--- src/common/ucf_pkg.sv ---
// Shared constants, types and helpers for the UART command framer.
// Assumes both ends run on one clock and exchange whole bytes.
package ucf_pkg;

  // Frame delimiters and packet types
  localparam logic [7:0] START_DELIM = 8'h02;
  localparam logic [7:0] END_DELIM = 8'h03;
  localparam logic [7:0] TYPE_REQUEST = 8'h52;
  localparam logic [7:0] TYPE_CONFIRM = 8'h43;
  localparam logic [7:0] TYPE_INDICATION = 8'h69;
  localparam logic [7:0] TYPE_REPLY = 8'h72;
  localparam logic [15:0] MAX_PAYLOAD = 16'h014d;
  // Header is start, type, opcode, length low, length high, check byte
  localparam logic [2:0] HDR_LAST = 3'h5;

  // Opcodes of the transport commands; values are arbitrary
  localparam logic [7:0] DEF_OP_DISABLE_TL = 8'h01;
  localparam logic [7:0] DEF_OP_TL_ENABLED = 8'h02;
  localparam logic [7:0] DEF_OP_TRANSPARENT = 8'h03;

  localparam int TX_FIFO_DEPTH = 4;
  localparam int BYTE_W = 8;

  // Power modes: uart off/on in bit 0, radio level above it
  localparam logic [2:0] POWER_MODE_ALL_OFF = 3'h0;
  localparam logic [2:0] POWER_MODE_SLOW_REF = 3'h2;
  localparam logic [2:0] POWER_MODE_UART_AND_LINK_ON = 3'h5;
  // Slow reference usable in the scanning, uart-off mode
  localparam int SLOW_REF_HZ = 32768;

  typedef enum logic [1:0] {RADIO_OFF, RADIO_SCAN, RADIO_LINK} ucf_radio_t;
  typedef enum logic [2:0] {RX_SYNC, RX_TYPE, RX_OP, RX_LLO, RX_LHI, RX_BCC, RX_PAY, RX_END} ucf_rx_st_t;
  typedef enum logic [1:0] {TX_IDLE, TX_HDR, TX_PAY, TX_END} ucf_tx_st_t;

  function automatic logic [7:0] ucf_bcc(input logic [7:0] typ, input logic [7:0] op, input logic [15:0] len);
    logic [9:0] sum;
    sum = {2'h0, typ} + {2'h0, op} + {2'h0, len[7:0]} + {2'h0, len[15:8]};
    return sum[7:0];
  endfunction

  function automatic logic [7:0] ucf_hdr_byte(input logic [2:0] idx, input logic [7:0] typ,
                                              input logic [7:0] op, input logic [15:0] len);
    case (idx)
      3'h0: return START_DELIM;
      3'h1: return typ;
      3'h2: return op;
      3'h3: return len[7:0];
      3'h4: return len[15:8];
      default: return ucf_bcc(typ, op, len);
    endcase
  endfunction

endpackage

--- src/common/ucf_link_if.sv ---
// Byte link plus null-modem RTS/CTS between device and host ends.
// Both ends share one clock; each byte is a one-cycle valid strobe.
`timescale 1ns/1ps
interface ucf_link_if;
  logic [7:0] h2d_data;
  logic h2d_valid;
  logic [7:0] d2h_data;
  logic d2h_valid;
  // Active low; each party's RTS is the other's CTS
  logic host_rts_n;
  logic dev_rts_n;

  modport device (input h2d_data, input h2d_valid, input host_rts_n,
                  output d2h_data, output d2h_valid, output dev_rts_n);
  modport host (output h2d_data, output h2d_valid, output host_rts_n,
                input d2h_data, input d2h_valid, input dev_rts_n);
endinterface

--- src/logic/ucf_device_end.sv ---
// Device end of the UART command framer: packet receive and transmit,
// transport disable and hardware wake-up, power mode status.
// Assumes the host end on the same clock through ucf_link_if.
`timescale 1ns/1ps

module ucf_fifo #(
  parameter int WIDTH = 8,
  parameter int DEPTH = 4
) (
  input wire logic i_clk,
  input wire logic i_nrst,
  // Fill side
  input wire logic i_in_valid,
  input wire logic [WIDTH-1:0] i_in_data,
  output logic o_in_ready,
  // Drain side
  output logic o_out_valid,
  output logic [WIDTH-1:0] o_out_data,
  input wire logic i_out_ready
);
  localparam int AW = (DEPTH > 1) ? $clog2(DEPTH) : 1;
  logic [WIDTH-1:0] mem_ff [DEPTH];
  logic [AW:0] wr_ff;
  logic [AW:0] rd_ff;
  wire full = (wr_ff[AW] != rd_ff[AW]) && (wr_ff[AW-1:0] == rd_ff[AW-1:0]);
  wire empty = (wr_ff == rd_ff);
  wire push = i_in_valid && !full;
  wire pop = i_out_ready && !empty;

  assign o_in_ready = !full;
  assign o_out_valid = !empty;
  assign o_out_data = mem_ff[rd_ff[AW-1:0]];

  always_ff @(posedge i_clk or negedge i_nrst) begin
    if (!i_nrst) begin
      wr_ff <= '0;
      rd_ff <= '0;
    end else begin
      if (push) wr_ff <= wr_ff + 1'b1;
      if (pop) rd_ff <= rd_ff + 1'b1;
    end
  end

  always_ff @(posedge i_clk) begin
    if (push) mem_ff[wr_ff[AW-1:0]] <= i_in_data;
  end
endmodule

module ucf_device_end #(
  parameter logic [7:0] OP_DISABLE_TL = ucf_pkg::DEF_OP_DISABLE_TL,
  parameter logic [7:0] OP_TL_ENABLED = ucf_pkg::DEF_OP_TL_ENABLED,
  parameter logic [7:0] OP_TRANSPARENT = ucf_pkg::DEF_OP_TRANSPARENT,
  parameter int FIFO_DEPTH = ucf_pkg::TX_FIFO_DEPTH
) (
  input wire logic i_clk,
  input wire logic i_nrst,
  // Link to host
  ucf_link_if.device link,
  // Radio activity
  input wire ucf_pkg::ucf_radio_t i_radio,
  // Received commands
  output logic o_cmd_valid,
  output logic [7:0] o_cmd_type,
  output logic [7:0] o_cmd_opcode,
  output logic [15:0] o_cmd_len,
  output logic o_cmd_err,
  output logic o_pl_valid,
  output logic [7:0] o_pl_data,
  // Packets to send
  input wire logic i_tx_req,
  input wire logic [7:0] i_tx_type,
  input wire logic [7:0] i_tx_opcode,
  input wire logic [15:0] i_tx_len,
  output logic o_tx_ack,
  input wire logic i_tx_valid,
  input wire logic [7:0] i_tx_data,
  output logic o_tx_ready,
  // Status
  output logic o_uart_on,
  output logic o_transparent,
  output logic [2:0] o_power_mode,
  output logic o_slow_ref_ok
);
  import ucf_pkg::*;

  typedef enum logic [2:0] {TL_ON, TL_DRAIN, TL_OFF_CFM, TL_OFF, TL_DEV_WAKE, TL_WAKE_CFM} ucf_tl_st_t;

  ucf_tl_st_t tl_ff, nxt_tl;
  ucf_rx_st_t rx_ff;
  ucf_tx_st_t tx_ff;
  logic cts_s1_ff, cts_s2_ff, cts_prev_ff;
  logic [7:0] rx_type_ff, rx_op_ff;
  logic [15:0] rx_len_ff, rx_cnt_ff;
  logic req_dis_ff, req_trans_ff;
  logic cmd_valid_ff, cmd_err_ff, pl_valid_ff;
  logic [7:0] pl_data_ff;
  logic cfm_pend_ff;
  logic [7:0] cfm_op_ff;
  logic [7:0] tx_type_ff, tx_op_ff;
  logic [15:0] tx_len_ff, tx_cnt_ff;
  logic tx_int_ff, tx_ack_ff, d2h_valid_ff, dev_rts_n_ff, trans_ff;
  logic [7:0] d2h_data_ff;
  logic [2:0] pm_ff;
  logic fifo_valid;
  logic [7:0] fifo_data;

  // CTS from the host pin: two flops, then edge detect on the second
  always_ff @(posedge i_clk or negedge i_nrst) begin
    if (!i_nrst) begin
      // CTS idles low while the transport is on; no false edge after reset
      cts_s1_ff <= 1'b0;
      cts_s2_ff <= 1'b0;
      cts_prev_ff <= 1'b0;
    end else begin
      cts_s1_ff <= link.host_rts_n;
      cts_s2_ff <= cts_s1_ff;
      cts_prev_ff <= cts_s2_ff;
    end
  end
  wire cts_fall = cts_prev_ff && !cts_s2_ff;

  wire [7:0] rx_b = link.h2d_data;
  // Bytes count only with the transport fully on; nothing is taken while waking
  wire rx_on = link.h2d_valid && (tl_ff == TL_ON);
  wire rx_frame = rx_on && !trans_ff;
  wire rx_raw = rx_on && trans_ff;
  wire rx_bcc_bad = (rx_b != ucf_bcc(rx_type_ff, rx_op_ff, rx_len_ff)) || (rx_len_ff > MAX_PAYLOAD);
  wire rx_is_req = (rx_type_ff == TYPE_REQUEST);

  always_ff @(posedge i_clk or negedge i_nrst) begin
    if (!i_nrst) begin
      rx_ff <= RX_SYNC;
      rx_type_ff <= 8'h00;
      rx_op_ff <= 8'h00;
      rx_len_ff <= 16'h0000;
      rx_cnt_ff <= 16'h0000;
      cmd_valid_ff <= 1'b0;
      cmd_err_ff <= 1'b0;
      pl_valid_ff <= 1'b0;
      pl_data_ff <= 8'h00;
      req_dis_ff <= 1'b0;
      req_trans_ff <= 1'b0;
    end else begin
      cmd_valid_ff <= 1'b0;
      cmd_err_ff <= 1'b0;
      pl_valid_ff <= rx_raw || (rx_frame && rx_ff == RX_PAY);
      req_dis_ff <= 1'b0;
      req_trans_ff <= 1'b0;
      if (rx_raw) pl_data_ff <= rx_b;
      if (rx_frame) begin
        case (rx_ff)
          RX_SYNC: if (rx_b == START_DELIM) rx_ff <= RX_TYPE;
          RX_TYPE: begin
            rx_type_ff <= rx_b;
            rx_ff <= RX_OP;
          end
          RX_OP: begin
            rx_op_ff <= rx_b;
            rx_ff <= RX_LLO;
          end
          RX_LLO: begin
            rx_len_ff[7:0] <= rx_b;
            rx_ff <= RX_LHI;
          end
          RX_LHI: begin
            rx_len_ff[15:8] <= rx_b;
            rx_ff <= RX_BCC;
          end
          RX_BCC: begin
            rx_cnt_ff <= 16'h0000;
            if (rx_bcc_bad) begin
              cmd_err_ff <= 1'b1;
              rx_ff <= RX_SYNC;
            end else begin
              rx_ff <= (rx_len_ff == 16'h0000) ? RX_END : RX_PAY;
            end
          end
          RX_PAY: begin
            pl_data_ff <= rx_b;
            rx_cnt_ff <= rx_cnt_ff + 16'h0001;
            if (rx_cnt_ff == rx_len_ff - 16'h0001) rx_ff <= RX_END;
          end
          RX_END: begin
            rx_ff <= RX_SYNC;
            if (rx_b != END_DELIM) cmd_err_ff <= 1'b1;
            else if (rx_is_req && rx_op_ff == OP_DISABLE_TL) req_dis_ff <= 1'b1;
            else if (rx_is_req && rx_op_ff == OP_TRANSPARENT) req_trans_ff <= 1'b1;
            else cmd_valid_ff <= 1'b1;
          end
          default: rx_ff <= RX_SYNC;
        endcase
      end
    end
  end

  // Transport state and internal confirms
  wire tx_idle = (tx_ff == TX_IDLE);
  wire int_done = (tx_ff == TX_END) && tx_int_ff;
  wire int_sent = tx_idle && tx_int_ff && !cfm_pend_ff;
  wire drained = tx_idle && !fifo_valid && !i_tx_req && !cfm_pend_ff;
  wire pending_evt = i_tx_req || fifo_valid;
  wire tl_on = (tl_ff == TL_ON);

  always_comb begin
    nxt_tl = tl_ff;
    case (tl_ff)
      TL_ON: if (req_dis_ff) nxt_tl = TL_DRAIN;
      TL_DRAIN: if (drained) nxt_tl = TL_OFF_CFM;
      // End byte must be out before RTS rises
      TL_OFF_CFM: if (int_sent && tx_op_ff == OP_DISABLE_TL) nxt_tl = TL_OFF;
      TL_OFF: begin
        if (cts_fall) nxt_tl = TL_WAKE_CFM;
        else if (pending_evt) nxt_tl = TL_DEV_WAKE;
      end
      // Edge, not level: the synchroniser may still hold the old low CTS
      TL_DEV_WAKE: if (cts_fall) nxt_tl = TL_WAKE_CFM;
      TL_WAKE_CFM: if (int_done && tx_op_ff == OP_TL_ENABLED) nxt_tl = TL_ON;
      default: nxt_tl = TL_ON;
    endcase
  end

  wire cfm_set = req_trans_ff || (nxt_tl != tl_ff && (nxt_tl == TL_OFF_CFM || nxt_tl == TL_WAKE_CFM));
  wire [7:0] cfm_op = req_trans_ff ? OP_TRANSPARENT : (nxt_tl == TL_OFF_CFM) ? OP_DISABLE_TL : OP_TL_ENABLED;
  wire cfm_take = tx_idle && cfm_pend_ff;
  wire uart_on = (nxt_tl != TL_OFF) && (nxt_tl != TL_DEV_WAKE);
  wire [2:0] radio_lvl = {1'b0, i_radio};
  wire [2:0] pm = {radio_lvl[1:0], uart_on};

  always_ff @(posedge i_clk or negedge i_nrst) begin
    if (!i_nrst) begin
      tl_ff <= TL_ON;
      dev_rts_n_ff <= 1'b0;
      cfm_pend_ff <= 1'b0;
      cfm_op_ff <= 8'h00;
      trans_ff <= 1'b0;
      pm_ff <= POWER_MODE_ALL_OFF;
    end else begin
      tl_ff <= nxt_tl;
      // RTS idle high only while the transport is off
      dev_rts_n_ff <= (nxt_tl == TL_OFF);
      if (cfm_take) cfm_pend_ff <= 1'b0;
      if (cfm_set) begin
        cfm_pend_ff <= 1'b1;
        cfm_op_ff <= cfm_op;
      end
      if (int_done && tx_op_ff == OP_TRANSPARENT) trans_ff <= 1'b1;
      pm_ff <= pm;
    end
  end

  // Transmit framer
  wire user_ok = (tl_on || tl_ff == TL_DRAIN) && !trans_ff;
  wire raw_tx = tx_idle && !cfm_pend_ff && tl_on && trans_ff;
  wire fifo_pop = fifo_valid && ((tx_ff == TX_PAY) || raw_tx);

  always_ff @(posedge i_clk or negedge i_nrst) begin
    if (!i_nrst) begin
      tx_ff <= TX_IDLE;
      tx_type_ff <= 8'h00;
      tx_op_ff <= 8'h00;
      tx_len_ff <= 16'h0000;
      tx_cnt_ff <= 16'h0000;
      tx_int_ff <= 1'b0;
      tx_ack_ff <= 1'b0;
      d2h_valid_ff <= 1'b0;
      d2h_data_ff <= 8'h00;
    end else begin
      tx_ack_ff <= 1'b0;
      d2h_valid_ff <= 1'b0;
      case (tx_ff)
        TX_IDLE: begin
          tx_cnt_ff <= 16'h0000;
          if (cfm_pend_ff) begin
            tx_type_ff <= TYPE_CONFIRM;
            tx_op_ff <= cfm_op_ff;
            tx_len_ff <= 16'h0000;
            tx_int_ff <= 1'b1;
            tx_ff <= TX_HDR;
          end else if (user_ok && i_tx_req) begin
            tx_type_ff <= i_tx_type;
            tx_op_ff <= i_tx_opcode;
            tx_len_ff <= i_tx_len;
            tx_int_ff <= 1'b0;
            tx_ack_ff <= 1'b1;
            tx_ff <= TX_HDR;
          end else if (raw_tx && fifo_valid) begin
            d2h_valid_ff <= 1'b1;
            d2h_data_ff <= fifo_data;
          end
        end
        TX_HDR: begin
          d2h_valid_ff <= 1'b1;
          d2h_data_ff <= ucf_hdr_byte(tx_cnt_ff[2:0], tx_type_ff, tx_op_ff, tx_len_ff);
          tx_cnt_ff <= tx_cnt_ff + 16'h0001;
          if (tx_cnt_ff[2:0] == HDR_LAST) begin
            tx_cnt_ff <= 16'h0000;
            tx_ff <= (tx_len_ff == 16'h0000) ? TX_END : TX_PAY;
          end
        end
        TX_PAY: if (fifo_valid) begin
          d2h_valid_ff <= 1'b1;
          d2h_data_ff <= fifo_data;
          tx_cnt_ff <= tx_cnt_ff + 16'h0001;
          if (tx_cnt_ff == tx_len_ff - 16'h0001) tx_ff <= TX_END;
        end
        TX_END: begin
          d2h_valid_ff <= 1'b1;
          d2h_data_ff <= END_DELIM;
          tx_ff <= TX_IDLE;
        end
        default: tx_ff <= TX_IDLE;
      endcase
    end
  end

  ucf_fifo #(.WIDTH(BYTE_W), .DEPTH(FIFO_DEPTH)) u_tx_fifo (
    .i_clk(i_clk),
    .i_nrst(i_nrst),
    .i_in_valid(i_tx_valid),
    .i_in_data(i_tx_data),
    .o_in_ready(o_tx_ready),
    .o_out_valid(fifo_valid),
    .o_out_data(fifo_data),
    .i_out_ready(fifo_pop)
  );

  assign link.d2h_data = d2h_data_ff;
  assign link.d2h_valid = d2h_valid_ff;
  assign link.dev_rts_n = dev_rts_n_ff;
  assign o_cmd_valid = cmd_valid_ff;
  assign o_cmd_type = rx_type_ff;
  assign o_cmd_opcode = rx_op_ff;
  assign o_cmd_len = rx_len_ff;
  assign o_cmd_err = cmd_err_ff;
  assign o_pl_valid = pl_valid_ff;
  assign o_pl_data = pl_data_ff;
  assign o_tx_ack = tx_ack_ff;
  assign o_uart_on = (tl_ff != TL_OFF) && (tl_ff != TL_DEV_WAKE);
  assign o_transparent = trans_ff;
  assign o_power_mode = pm_ff;
  assign o_slow_ref_ok = (pm_ff == POWER_MODE_SLOW_REF);
endmodule

--- src/flat_wrapper.sv ---
// flat-port wrapper written by rule: the top's interface ports become plain ports
module ucf_device_end_flat import ucf_pkg::*;
#(
  parameter logic [7:0] OP_DISABLE_TL = ucf_pkg::DEF_OP_DISABLE_TL,
  parameter logic [7:0] OP_TL_ENABLED = ucf_pkg::DEF_OP_TL_ENABLED,
  parameter logic [7:0] OP_TRANSPARENT = ucf_pkg::DEF_OP_TRANSPARENT,
  parameter int FIFO_DEPTH = ucf_pkg::TX_FIFO_DEPTH
)
  (i_clk, i_nrst, i_radio, o_cmd_valid, o_cmd_type, o_cmd_opcode, o_cmd_len, o_cmd_err, o_pl_valid, o_pl_data, i_tx_req, i_tx_type, i_tx_opcode, i_tx_len, o_tx_ack, i_tx_valid, i_tx_data, o_tx_ready, o_uart_on, o_transparent, o_power_mode, o_slow_ref_ok, link_h2d_data, link_h2d_valid, link_host_rts_n, link_d2h_data, link_d2h_valid, link_dev_rts_n);
  ucf_link_if link_i ();
  input wire logic i_clk;
  input wire logic i_nrst;
  input wire ucf_pkg::ucf_radio_t i_radio;
  output logic o_cmd_valid;
  output logic [7:0] o_cmd_type;
  output logic [7:0] o_cmd_opcode;
  output logic [15:0] o_cmd_len;
  output logic o_cmd_err;
  output logic o_pl_valid;
  output logic [7:0] o_pl_data;
  input wire logic i_tx_req;
  input wire logic [7:0] i_tx_type;
  input wire logic [7:0] i_tx_opcode;
  input wire logic [15:0] i_tx_len;
  output logic o_tx_ack;
  input wire logic i_tx_valid;
  input wire logic [7:0] i_tx_data;
  output logic o_tx_ready;
  output logic o_uart_on;
  output logic o_transparent;
  output logic [2:0] o_power_mode;
  output logic o_slow_ref_ok;
  input wire logic [$bits(link_i.h2d_data)-1:0] link_h2d_data;
  input wire logic [$bits(link_i.h2d_valid)-1:0] link_h2d_valid;
  input wire logic [$bits(link_i.host_rts_n)-1:0] link_host_rts_n;
  output wire logic [$bits(link_i.d2h_data)-1:0] link_d2h_data;
  output wire logic [$bits(link_i.d2h_valid)-1:0] link_d2h_valid;
  output wire logic [$bits(link_i.dev_rts_n)-1:0] link_dev_rts_n;
  assign link_i.h2d_data = link_h2d_data;
  assign link_i.h2d_valid = link_h2d_valid;
  assign link_i.host_rts_n = link_host_rts_n;
  assign link_d2h_data = link_i.d2h_data;
  assign link_d2h_valid = link_i.d2h_valid;
  assign link_dev_rts_n = link_i.dev_rts_n;
  ucf_device_end #(.OP_DISABLE_TL(OP_DISABLE_TL), .OP_TL_ENABLED(OP_TL_ENABLED), .OP_TRANSPARENT(OP_TRANSPARENT), .FIFO_DEPTH(FIFO_DEPTH)) u_core (.i_clk(i_clk), .i_nrst(i_nrst), .link(link_i), .i_radio(i_radio), .o_cmd_valid(o_cmd_valid), .o_cmd_type(o_cmd_type), .o_cmd_opcode(o_cmd_opcode), .o_cmd_len(o_cmd_len), .o_cmd_err(o_cmd_err), .o_pl_valid(o_pl_valid), .o_pl_data(o_pl_data), .i_tx_req(i_tx_req), .i_tx_type(i_tx_type), .i_tx_opcode(i_tx_opcode), .i_tx_len(i_tx_len), .o_tx_ack(o_tx_ack), .i_tx_valid(i_tx_valid), .i_tx_data(i_tx_data), .o_tx_ready(o_tx_ready), .o_uart_on(o_uart_on), .o_transparent(o_transparent), .o_power_mode(o_power_mode), .o_slow_ref_ok(o_slow_ref_ok));
endmodule
--- config.mk ---
export PLATFORM = sky130hd
export DESIGN_NAME = ucf_device_end_flat
export DESIGN_NICKNAME = d
export VERILOG_FILES = /design/src/common/ucf_pkg.sv /design/src/common/ucf_link_if.sv /design/src/logic/ucf_device_end.sv /design/src/flat_wrapper.sv
export SDC_FILE = /design/constraint.sdc
export NUM_CORES = 1
export LEC_CHECK = 0
export CAP_MARGIN = 20
export CORE_MARGIN = 2
export CORE_UTILIZATION = 38
export DETAILED_ROUTE_END_ITERATION = 16
export DONT_BUFFER_PORTS = 1
export GPL_ROUTABILITY_DRIVEN = 0
export GPL_TIMING_DRIVEN = 0
export PLACE_DENSITY = 0.61
export SYNTH_ARGS = -nofsm -noshare
export SYNTH_HDL_FRONTEND = slang
export SYNTH_SLANG_ARGS = --single-unit
export TNS_END_PERCENT = 5
--- constraint.sdc ---
create_clock -name i_clk -period 4.7 [get_ports i_clk]
set_input_delay 1.175 -clock i_clk [delete_from_list [all_inputs] [get_ports i_clk]]
set_output_delay 1.175 -clock i_clk [all_outputs]
set_load 0.005 [all_outputs]
==> impl_metrics.tcl, run 1 <==
set metrics [dict create \
    grt_antenna_before_repair 0 \
    vias_per_cell 5.66 \
    syn_inst 992 \
    area_growth_pct 10.1 \
    ys_ff_latch 177 \
    io_buffers 0 \
    mostFrequentLayoutCells "dfrtp_1, nand2_1, o21ai_0" \
    antenna_cells 0 \
    critPathMaxFanout 8 \
    grtUsageMet2 0.315 \
    fp.dieH_um 169 \
    coreArea_um2 26800 \
    met3_usage 0.0636 \
    cp_top_family "adder cells" \
    required_ps 5050 \
    cts.sinks 177 \
    setup_viol 0 \
    synth.distinct_cells 73 \
    skew_ps 10.0 \
    wire_per_inst_um 19.5 \
    use_met1 0.245 \
    htreeDepth 4 \
    hold-path-endpoint "u_core.cts_s2_ff" \
    p_per_area_nw_per_um2 639 \
    cts_made_buffers 17 \
    worst_slack_ps 696 \
    hold_viol_final 0 \
    clockBufferDepth 2 \
    synthFlopType "dfrtp_1" \
    syn-num-nets 1110 \
    p_leak_nw 4.77 \
    cts_resized 0 \
    wirelength_um 26700 \
    syn-cell-area_um2 10300 \
    first_pass_iters 5 \
    peakVddDrop_mv 0.504 \
    n_fill_cell 2567 \
    cp.depth 13 \
    place_ws_ps 722 \
    grt.overflow.total 0 \
    fin_crit_sh 0.852 \
    critPathLaunchType "register" \
    max-slew-margin-rel 0.364 \
    ys_warn_count 0 \
    worstSkewPairLatency_ps 440 \
    synth_area_per_cell_um2 10.4 \
    crit_chain "fa_1 > inv_1 > fa_1 > inv_1 > ha_1 > fa_1 > xnor2_1 > nand3_1 > nor3_1 > nand2_1 > nor4_1 > nand2_1 > o31ai_1" \
    cp_slowest_stage_delay_ps 660 \
    num_vias 7728 \
    synth-edff-count 32 \
    reg2reg_depth 13 \
    cp_data_arrival_time_ps 4350 \
    ios 117 \
    rsz0062_at_grt "no" \
    rows 60 \
    worstHoldPathCells 0 \
    grt_pass1_vias 7564 \
    dp_hpwl_um 19500 \
    ant_nets 0 \
    clkTransAtPathRegs_ps 70 \
    max_cap_violations 0 \
    grt_pass1_wl_um 42400 \
    r2r_end "u_core.rx_ff[2]" \
    cts_setup_buffers 0 \
    cts_tree "built" \
    nets 1129 \
    worst_path_max_delay_cell "nor4_1" \
    end_kind "register" \
    postLayoutCoreUtil 0.425 \
    drc_errors 0 \
    grt.busiest_layer "met2" \
    finalSetupTns_ps 0 \
    drtIter0Drc 513 \
    finalWorstPathRequiredPeriod_ps 4000 \
    hp-class "register to register" \
    grt_start_max_net_pins 146 \
    ctsHoldBuffers 0 \
    final_common_cell "dfrtp_1" \
    min_from "u_core.cts_s1_ff" \
    drv_slew 0 \
    root_buffer "clkbuf_16" \
    criticalPathCategory "register to register" \
    tightestPinTransition_ps 948 \
    die_area_um2 28500 \
    ff2ff_setup_slack_ps 700 \
    fmaxAchievable_mhz 250 \
    path_buf_inv 2 \
    drive_gt1_frac 0.0850 \
    ys_seq_area_frac 0.444 \
    track_usage 0.192 \
    initial_core_util 0.386 \
    synthArstFlopShare 0.819 \
    outcome "completed" \
    r2r_start "u_core.o_cmd_len[9]" \
    die_w_um 169 \
    cp_common_cell "fa_1" \
]
## cell usage after synthesis (5+ instances only)
cell type,count,area (um^2)
nand4_1,12,75.1
mux4_2,8,180
dfrtp_1,145,3630
a22oi_1,8,60.1
or3_1,10,62.6
mux2_2,28,315
nor2b_1,8,50.1
nor3_1,29,145
a22o_1,29,254
or4_1,9,67.6
a221oi_1,5,43.8
fa_1,28,561
mux2i_1,11,110
inv_1,35,131
xor2_1,31,272
o21ai_0,71,355
nand2b_1,8,50.1
nor4_1,16,100
nor2_1,61,229
a31oi_1,8,50.1
a32oi_1,6,52.6
nand3_1,23,115
clkbuf_1,42,158
o31ai_1,8,60.1
o211ai_1,5,37.5
ha_1,34,425
nand2_1,83,312
xnor2_1,47,412
edfxtp_1,32,961
and3_1,18,113
a21o_1,11,82.6
nor4b_1,5,43.8
a21oi_1,36,180
and2_1,10,62.6
## layer usage
layer | routed length (um) | up-vias
met5 | 0 | -
met4 | 329 | 0
met3 | 2090 | 18
met2 | 12800 | 225
met1 | 11500 | 3840
li1 | - | 3645
## sequential cells by signal, indices dropped and copies added (netlist names), 16 cells and up
signal                   count
u_core.o_cmd_len            16
u_core.rx_cnt_ff            16
u_core.tx_cnt_ff            16
u_core.tx_len_ff            16
u_core.u_tx_fifo.mem_ff     32
## logic make-up after synthesis
kind of cell               after synthesis  share of synthesized area
buffers and inverters                   86                     0.0326
DFF                                    177                      0.444
muxes                                   48                     0.0597
adders and majority gates               62                     0.0954
AOI/OAI and AO/OA                      222                      0.142
xor gates and xnor gates                78                     0.0661
and+or+nand+nor                        319                      0.160
## metrics by stage
step / cells / cell area, um^2 / power, W / hold slack, ps
2_1_floorplan: 992 / 10300 / 0.00501 / 331
4_1_cts: 1365 / 11400 / 0.00735 / 361
3_3_place_gp: 1333 / 10800 / 0.00575 / 339
5_1_grt: 1365 / 11400 / 0.00786 / 369
3_5_place_dp: 1333 / 10800 / 0.00584 / 341
6_report: 1365 / 11400 / 0.00728 / 356
## report_power, final
part           switching [W]  internal [W]
clock               0.000679      0.000812
combinational        0.00181       0.00154
sequential          0.000498       0.00193
total                0.00299       0.00429
## worst max-delay path by stage
stage | from | end | slack (ps)
after floorplan | u_core.o_cmd_opcode[1] | u_core.rx_ff[2] | 1340
after global routing | u_core.o_cmd_len[9] | u_core.rx_ff[2] | 510
after CTS | u_core.o_cmd_len[9] | u_core.rx_ff[2] | 700
final | u_core.o_cmd_len[9] | u_core.rx_ff[2] | 700
after detailed placement | u_core.o_cmd_len[9] | u_core.rx_ff[2] | 720
after global placement | u_core.o_cmd_len[9] | u_core.rx_ff[2] | 770
## final cells by class
class                           count  area, um^2  share of cell area
Inverter                           37         139              0.0122
Buffer                             49         198              0.0174
Clock inverter                     15         191              0.0168
Clock buffer                       17         425              0.0374
Multi-Input combinational cell    729        5410               0.475
Sequential cell                   177        4590               0.403
Tap cell                          341         427              0.0375
Power figures use the tool's default switching activity.
==> inputs of run 2 (changes only) <==
--- a/config.mk
+++ b/config.mk
@@ -12,6 +12,7 @@
 export DONT_BUFFER_PORTS = 1
 export GPL_ROUTABILITY_DRIVEN = 0
 export GPL_TIMING_DRIVEN = 0
+export MAX_ROUTING_LAYER = met4
 export PLACE_DENSITY = 0.61
 export SYNTH_ARGS = -nofsm -noshare
 export SYNTH_HDL_FRONTEND = slang
==> run 2 against run 1 <==
Net effect:
- setup slack worse by 21 ps
- final area stayed put
- power hardly changed
- sequential cell count stayed put
==> impl_metrics.tcl, run 2 (synthesis gave the netlist of run 1 again) <==
set metrics [dict create \
    fmaxAchievable_mhz 248 \
    top_layer "met4" \
    htreeDepth 4 \
    crit_chain "fa_1 > inv_1 > fa_1 > inv_1 > ha_1 > fa_1 > xnor2_1 > nand3_1 > nor3_1 > nand2_1 > nor4_1 > nand2_1 > o31ai_1" \
    drc_errors 0 \
    rows 60 \
    required_ps 5050 \
    critPathMaxFanout 8 \
    area_growth_pct 10.1 \
    drive_gt1_frac 0.0850 \
    hp-class "register to register" \
    drv_slew 0 \
    fp.dieH_um 169 \
    criticalPathCategory "register to register" \
    mostFrequentLayoutCells "dfrtp_1, nand2_1, o21ai_0" \
    ff2ff_setup_slack_ps 680 \
    cp_top_family "adder cells" \
    antenna_cells 0 \
    cp_slowest_stage_delay_ps 660 \
    rsz0062_at_grt "no" \
    fin_crit_sh 0.856 \
    wire_per_inst_um 19.5 \
    p_per_area_nw_per_um2 640 \
    cts_setup_buffers 0 \
    wl_met2_um 12800 \
    clockBufferDepth 2 \
    end_kind "register" \
    grt_start_max_net_pins 146 \
    dr_wl_met3_um 2010 \
    grt_pass1_vias 7542 \
    r2r_start "u_core.o_cmd_len[9]" \
    worstHoldPathCells 0 \
    min_from "u_core.cts_s1_ff" \
    outcome "completed" \
    wirelength_um 26700 \
    worstSkewPairLatency_ps 440 \
    dp_hpwl_um 19500 \
    initial_core_util 0.386 \
    path_buf_inv 2 \
    ctsHoldBuffers 0 \
    peakVddDrop_mv 0.501 \
    die_w_um 169 \
    final_common_cell "dfrtp_1" \
    skew_ps 11.6 \
    die_area_um2 28500 \
    num_vias 7755 \
    cp_data_arrival_time_ps 4370 \
    drtIter0Drc 563 \
    cts_resized 0 \
    cts_made_buffers 17 \
    ant_nets 0 \
    vias_per_cell 5.68 \
    finalSetupTns_ps 0 \
    grt.overflow.total 0 \
    track_usage 0.198 \
    max-slew-margin-rel 0.361 \
    setup_viol 0 \
    cp.depth 13 \
    nets 1129 \
    finalWorstPathRequiredPeriod_ps 4020 \
    finish.instance_area_um2 11400 \
    first_pass_iters 6 \
    critPathLaunchType "register" \
    cts_tree "built" \
    wl_met1_um 11500 \
    max_cap_violations 0 \
    r2r_end "u_core.rx_ff[2]" \
    p_leak_nw 4.77 \
    clkTransAtPathRegs_ps 80 \
    coreArea_um2 26800 \
    tightestPinTransition_ps 951 \
    hold_viol_final 0 \
    grt_antenna_before_repair 0 \
    io_buffers 0 \
    largest_reg_flops 32 \
    worst_path_max_delay_cell "nor4_1" \
    reg2reg_depth 13 \
    grt_pass1_wl_um 42400 \
    hold-path-endpoint "u_core.cts_s2_ff" \
    ios 117 \
    cp_common_cell "fa_1" \
    dpl_cell_area_um2 10800 \
    root_buffer "clkbuf_16" \
    cts.sinks 177 \
]
[run 2: cell counts in the layout (fill, tap and decap cells not counted)]
No cell type changed its count.
[run 2: worst register-to-register path, stage by stage (launching register included)]
cell and delay [ps]:
dfrtp_1 530, fa_1 550, inv_1 60, fa_1 500, inv_1 40, ha_1 220
fa_1 500, xnor2_1 120, nand3_1 100, nor3_1 190, nand2_1 80, nor4_1 660
nand2_1 190, o31ai_1 220
[run 2: final cells by class]
class / count / area (um^2)
multi-input cells: 729 / 5410
flip-flops and latches: 177 / 4590
well taps: 341 / 427
plain buffers: 49 / 198
inverters: 37 / 139
clock inverters: 15 / 191
fillers: 2567 / 15400
clock buffers: 17 / 425
[run 2: worst max-delay path by stage]
stage	start	endpoint	slack, ps
4_1_cts	u_core.o_cmd_len[9]	u_core.rx_ff[2]	700
5_1_grt	u_core.o_cmd_len[9]	u_core.rx_ff[2]	510
3_3_place_gp	u_core.o_cmd_len[9]	u_core.rx_ff[2]	770
2_1_floorplan	u_core.o_cmd_opcode[1]	u_core.rx_ff[2]	1340
3_5_place_dp	u_core.o_cmd_len[9]	u_core.rx_ff[2]	720
6_report	u_core.o_cmd_len[9]	u_core.rx_ff[2]	680
[run 2: metrics by stage]
step / instances / util / hold WS (ps) / total power, W / setup WS [ps]
floorplan: 992 / - / 331 / 0.00501 / 1340
global placement: 1333 / 0.402 / 339 / 0.00575 / 768
detailed placement: 1333 / 0.402 / 341 / 0.00584 / 722
CTS: 1365 / 0.425 / 361 / 0.00735 / 703
global route: 1365 / 0.425 / 369 / 0.00786 / 509
finish: 1365 / 0.425 / 358 / 0.00728 / 675
[run 2: routing by layer]
metal  global-route usage  vias up
met2                0.314      225
met5                    -        -
met3               0.0617       21
li1                     -     3646
met1                0.248     3863
met4               0.0461        0
[run 2: power breakdown]
group          switching, W  leakage, nW  internal, W
Sequential         0.000497         2.15      0.00193
Clock              0.000685        0.301     0.000812
Combinational       0.00181         2.32      0.00154
==> inputs of run 3 (changes only) <==
--- a/config.mk
+++ b/config.mk
@@ -6,7 +6,7 @@
 export NUM_CORES = 1
 export LEC_CHECK = 0
 export CAP_MARGIN = 20
-export CORE_MARGIN = 2
+export CORE_MARGIN = 3
 export CORE_UTILIZATION = 38
 export DETAILED_ROUTE_END_ITERATION = 16
 export DONT_BUFFER_PORTS = 1
==> run 3 against run 2 <==
Net effect:
- clock skew fell by 2.2 ps
- count of clock-buffer cells in the layout rose by 3
- non-clock buffer count did not move
- via count fell by 1.8%
- first-iteration DRC count fell by 16%
- maximum frequency rose by 1.2%
- critical path type unchanged
- largest cell class unchanged
- largest power group unchanged
- highest routed layer unchanged
==> impl_metrics.tcl, run 3 (synthesis gave the netlist of run 1 again) <==
set metrics [dict create \
    cp.depth 13 \
    hold_viol_final 0 \
    die_area_um2 29200 \
    vias_per_cell 5.60 \
    r2r_end "u_core.rx_ff[1]" \
    track_usage 0.192 \
    initial_core_util 0.391 \
    seqPwrFrac 0.337 \
    cp_top_family "adder cells" \
    drc_errors 0 \
    ios 117 \
    max_cap_violations 0 \
    dp_hpwl_um 19500 \
    antenna_cells 0 \
    max-slew-margin-rel 0.355 \
    min_from "u_core.cts_s1_ff" \
    pwr-share-comb 0.465 \
    root_buffer "clkbuf_16" \
    cts_made_buffers 17 \
    largest_reg_flops 32 \
    cts_setup_buffers 0 \
    required_ps 5050 \
    postLayoutCoreUtil 0.429 \
    drtIter0Drc 471 \
    peakVddDrop_mv 0.679 \
    grt_antenna_before_repair 0 \
    cts_tree "built" \
    fmaxAchievable_mhz 252 \
    crit_chain "fa_1 > inv_1 > fa_1 > inv_1 > ha_1 > fa_1 > xnor2_1 > nand3_1 > nor3_1 > nand2_1 > nor4_1 > nand2_1 > a31oi_1" \
    wire_per_inst_um 19.8 \
    worst_path_max_delay_cell "nor4_1" \
    ant_nets 0 \
    area_growth_pct 9.62 \
    tightestPinTransition_ps 962 \
    final_common_cell "dfrtp_1" \
    first_pass_iters 5 \
    grt.overflow.total 0 \
    p_sw_frac 0.407 \
    coreArea_um2 26400 \
    critPathMaxFanout 8 \
    worstSkewPairLatency_ps 440 \
    drive_gt1_frac 0.0820 \
    p_leak_nw 4.74 \
    drv_slew 0 \
    die_w_um 171 \
    grt_pass1_vias 7466 \
    fp.dieH_um 171 \
    finalSetupTns_ps 0 \
    ff2ff_setup_slack_ps 720 \
    cp_slowest_stage_delay_ps 660 \
    finalWorstPathRequiredPeriod_ps 3980 \
    clockBufferDepth 2 \
    io_buffers 0 \
    dpl_cell_area_um2 10800 \
    clkTransAtPathRegs_ps 70 \
    skew_ps 9.43 \
    cts.sinks 177 \
    p_per_area_nw_per_um2 636 \
    ctsHoldBuffers 0 \
    p_int_w 0.00427 \
    criticalPathCategory "register to register" \
    end_kind "register" \
    grt_start_max_net_pins 146 \
    rsz0062_at_grt "no" \
    setup_viol 0 \
    r2r_start "u_core.o_cmd_len[9]" \
    hp-class "register to register" \
    netSwitchingPower_w 0.00293 \
    wirelength_um 26900 \
    worstHoldPathCells 0 \
    cts_resized 0 \
    critPathLaunchType "register" \
    path_buf_inv 2 \
    finish.instance_area_um2 11300 \
    hold-path-endpoint "u_core.cts_s2_ff" \
    grt_pass1_wl_um 42600 \
    cp_common_cell "fa_1" \
    mostFrequentLayoutCells "dfrtp_1, nand2_1, o21ai_0" \
    nets 1129 \
    clkPwrFrac 0.198 \
    rows 59 \
    num_vias 7617 \
    fin_crit_sh 0.846 \
    outcome "completed" \
    htreeDepth 4 \
    reg2reg_depth 13 \
    cp_data_arrival_time_ps 4320 \
]
run 3: changes by cell type in the layout (fill, tap and decap cells not counted):
cell / delta
clkbuf_1: +2
clkinvlp_4: +1
inv_6: -1
clkbuf_8: +1
clkinvlp_2: +2
clkinv_4: -1
inv_8: -3
clkinv_1: +1
clkinv_8: -2
run 3: power by group through the flow:
stage	Clock, W	Sequential (W)	Combinational, W
2_1_floorplan	0	0.00227	0.00274
3_3_place_gp	0	0.00245	0.00329
3_5_place_dp	0	0.00246	0.00337
4_1_cts	0.00146	0.00243	0.00339
5_1_grt	0.00153	0.00249	0.00379
6_report	0.00142	0.00243	0.00335
run 3: cell type report:
| cell class | instances | area [um^2] |
|---|---|---|
| Buffer | 49 | 198 |
| Clock buffer | 20 | 447 |
| Clock inverter | 12 | 129 |
| Fill cell | 2549 | 15100 |
| Inverter | 37 | 139 |
| Multi-Input combinational cell | 729 | 5410 |
| Sequential cell | 177 | 4590 |
| Tap cell | 335 | 419 |
run 3: worst reg2reg max path, cell delays in order (launching register included):
cell and delay, ps:
dfrtp_1 520, fa_1 540, inv_1 50, fa_1 490
inv_1 40, ha_1 220, fa_1 500, xnor2_1 110
nand3_1 100, nor3_1 170, nand2_1 80, nor4_1 660
nand2_1 160, a31oi_1 240
run 3: stage by stage:
step / cells / worst slack (ps) / hold WS [ps] / power (W)
3_3_place_gp: 1327 / 752 / 336 / 0.00574
3_5_place_dp: 1327 / 726 / 336 / 0.00583
5_1_grt: 1359 / 469 / 379 / 0.00781
6_report: 1359 / 724 / 358 / 0.00720
4_1_cts: 1359 / 706 / 365 / 0.00729
2_1_floorplan: 992 / 1340 / 331 / 0.00501
run 3: layer usage:
metal / up-vias / track usage / wire length, um
met2: 213 / 0.310 / 13000
li1: 3638 / - / -
met5: - / - / 0
met4: 0 / 0.0437 / 328
met3: 19 / 0.0552 / 1800
met1: 3747 / 0.242 / 11700
run 3: worst max path at each step:
stage / from / slack [ps] / endpoint
after floorplan: u_core.o_cmd_opcode[1] / 1340 / u_core.rx_ff[2]
after global placement: u_core.o_cmd_len[9] / 750 / u_core.rx_ff[2]
after detailed placement: u_core.o_cmd_len[9] / 730 / u_core.rx_ff[1]
after CTS: u_core.o_cmd_opcode[1] / 710 / u_core.rx_ff[1]
after global routing: u_core.o_cmd_len[2] / 470 / u_core.rx_ff[2]
final: u_core.o_cmd_len[9] / 720 / u_core.rx_ff[1]
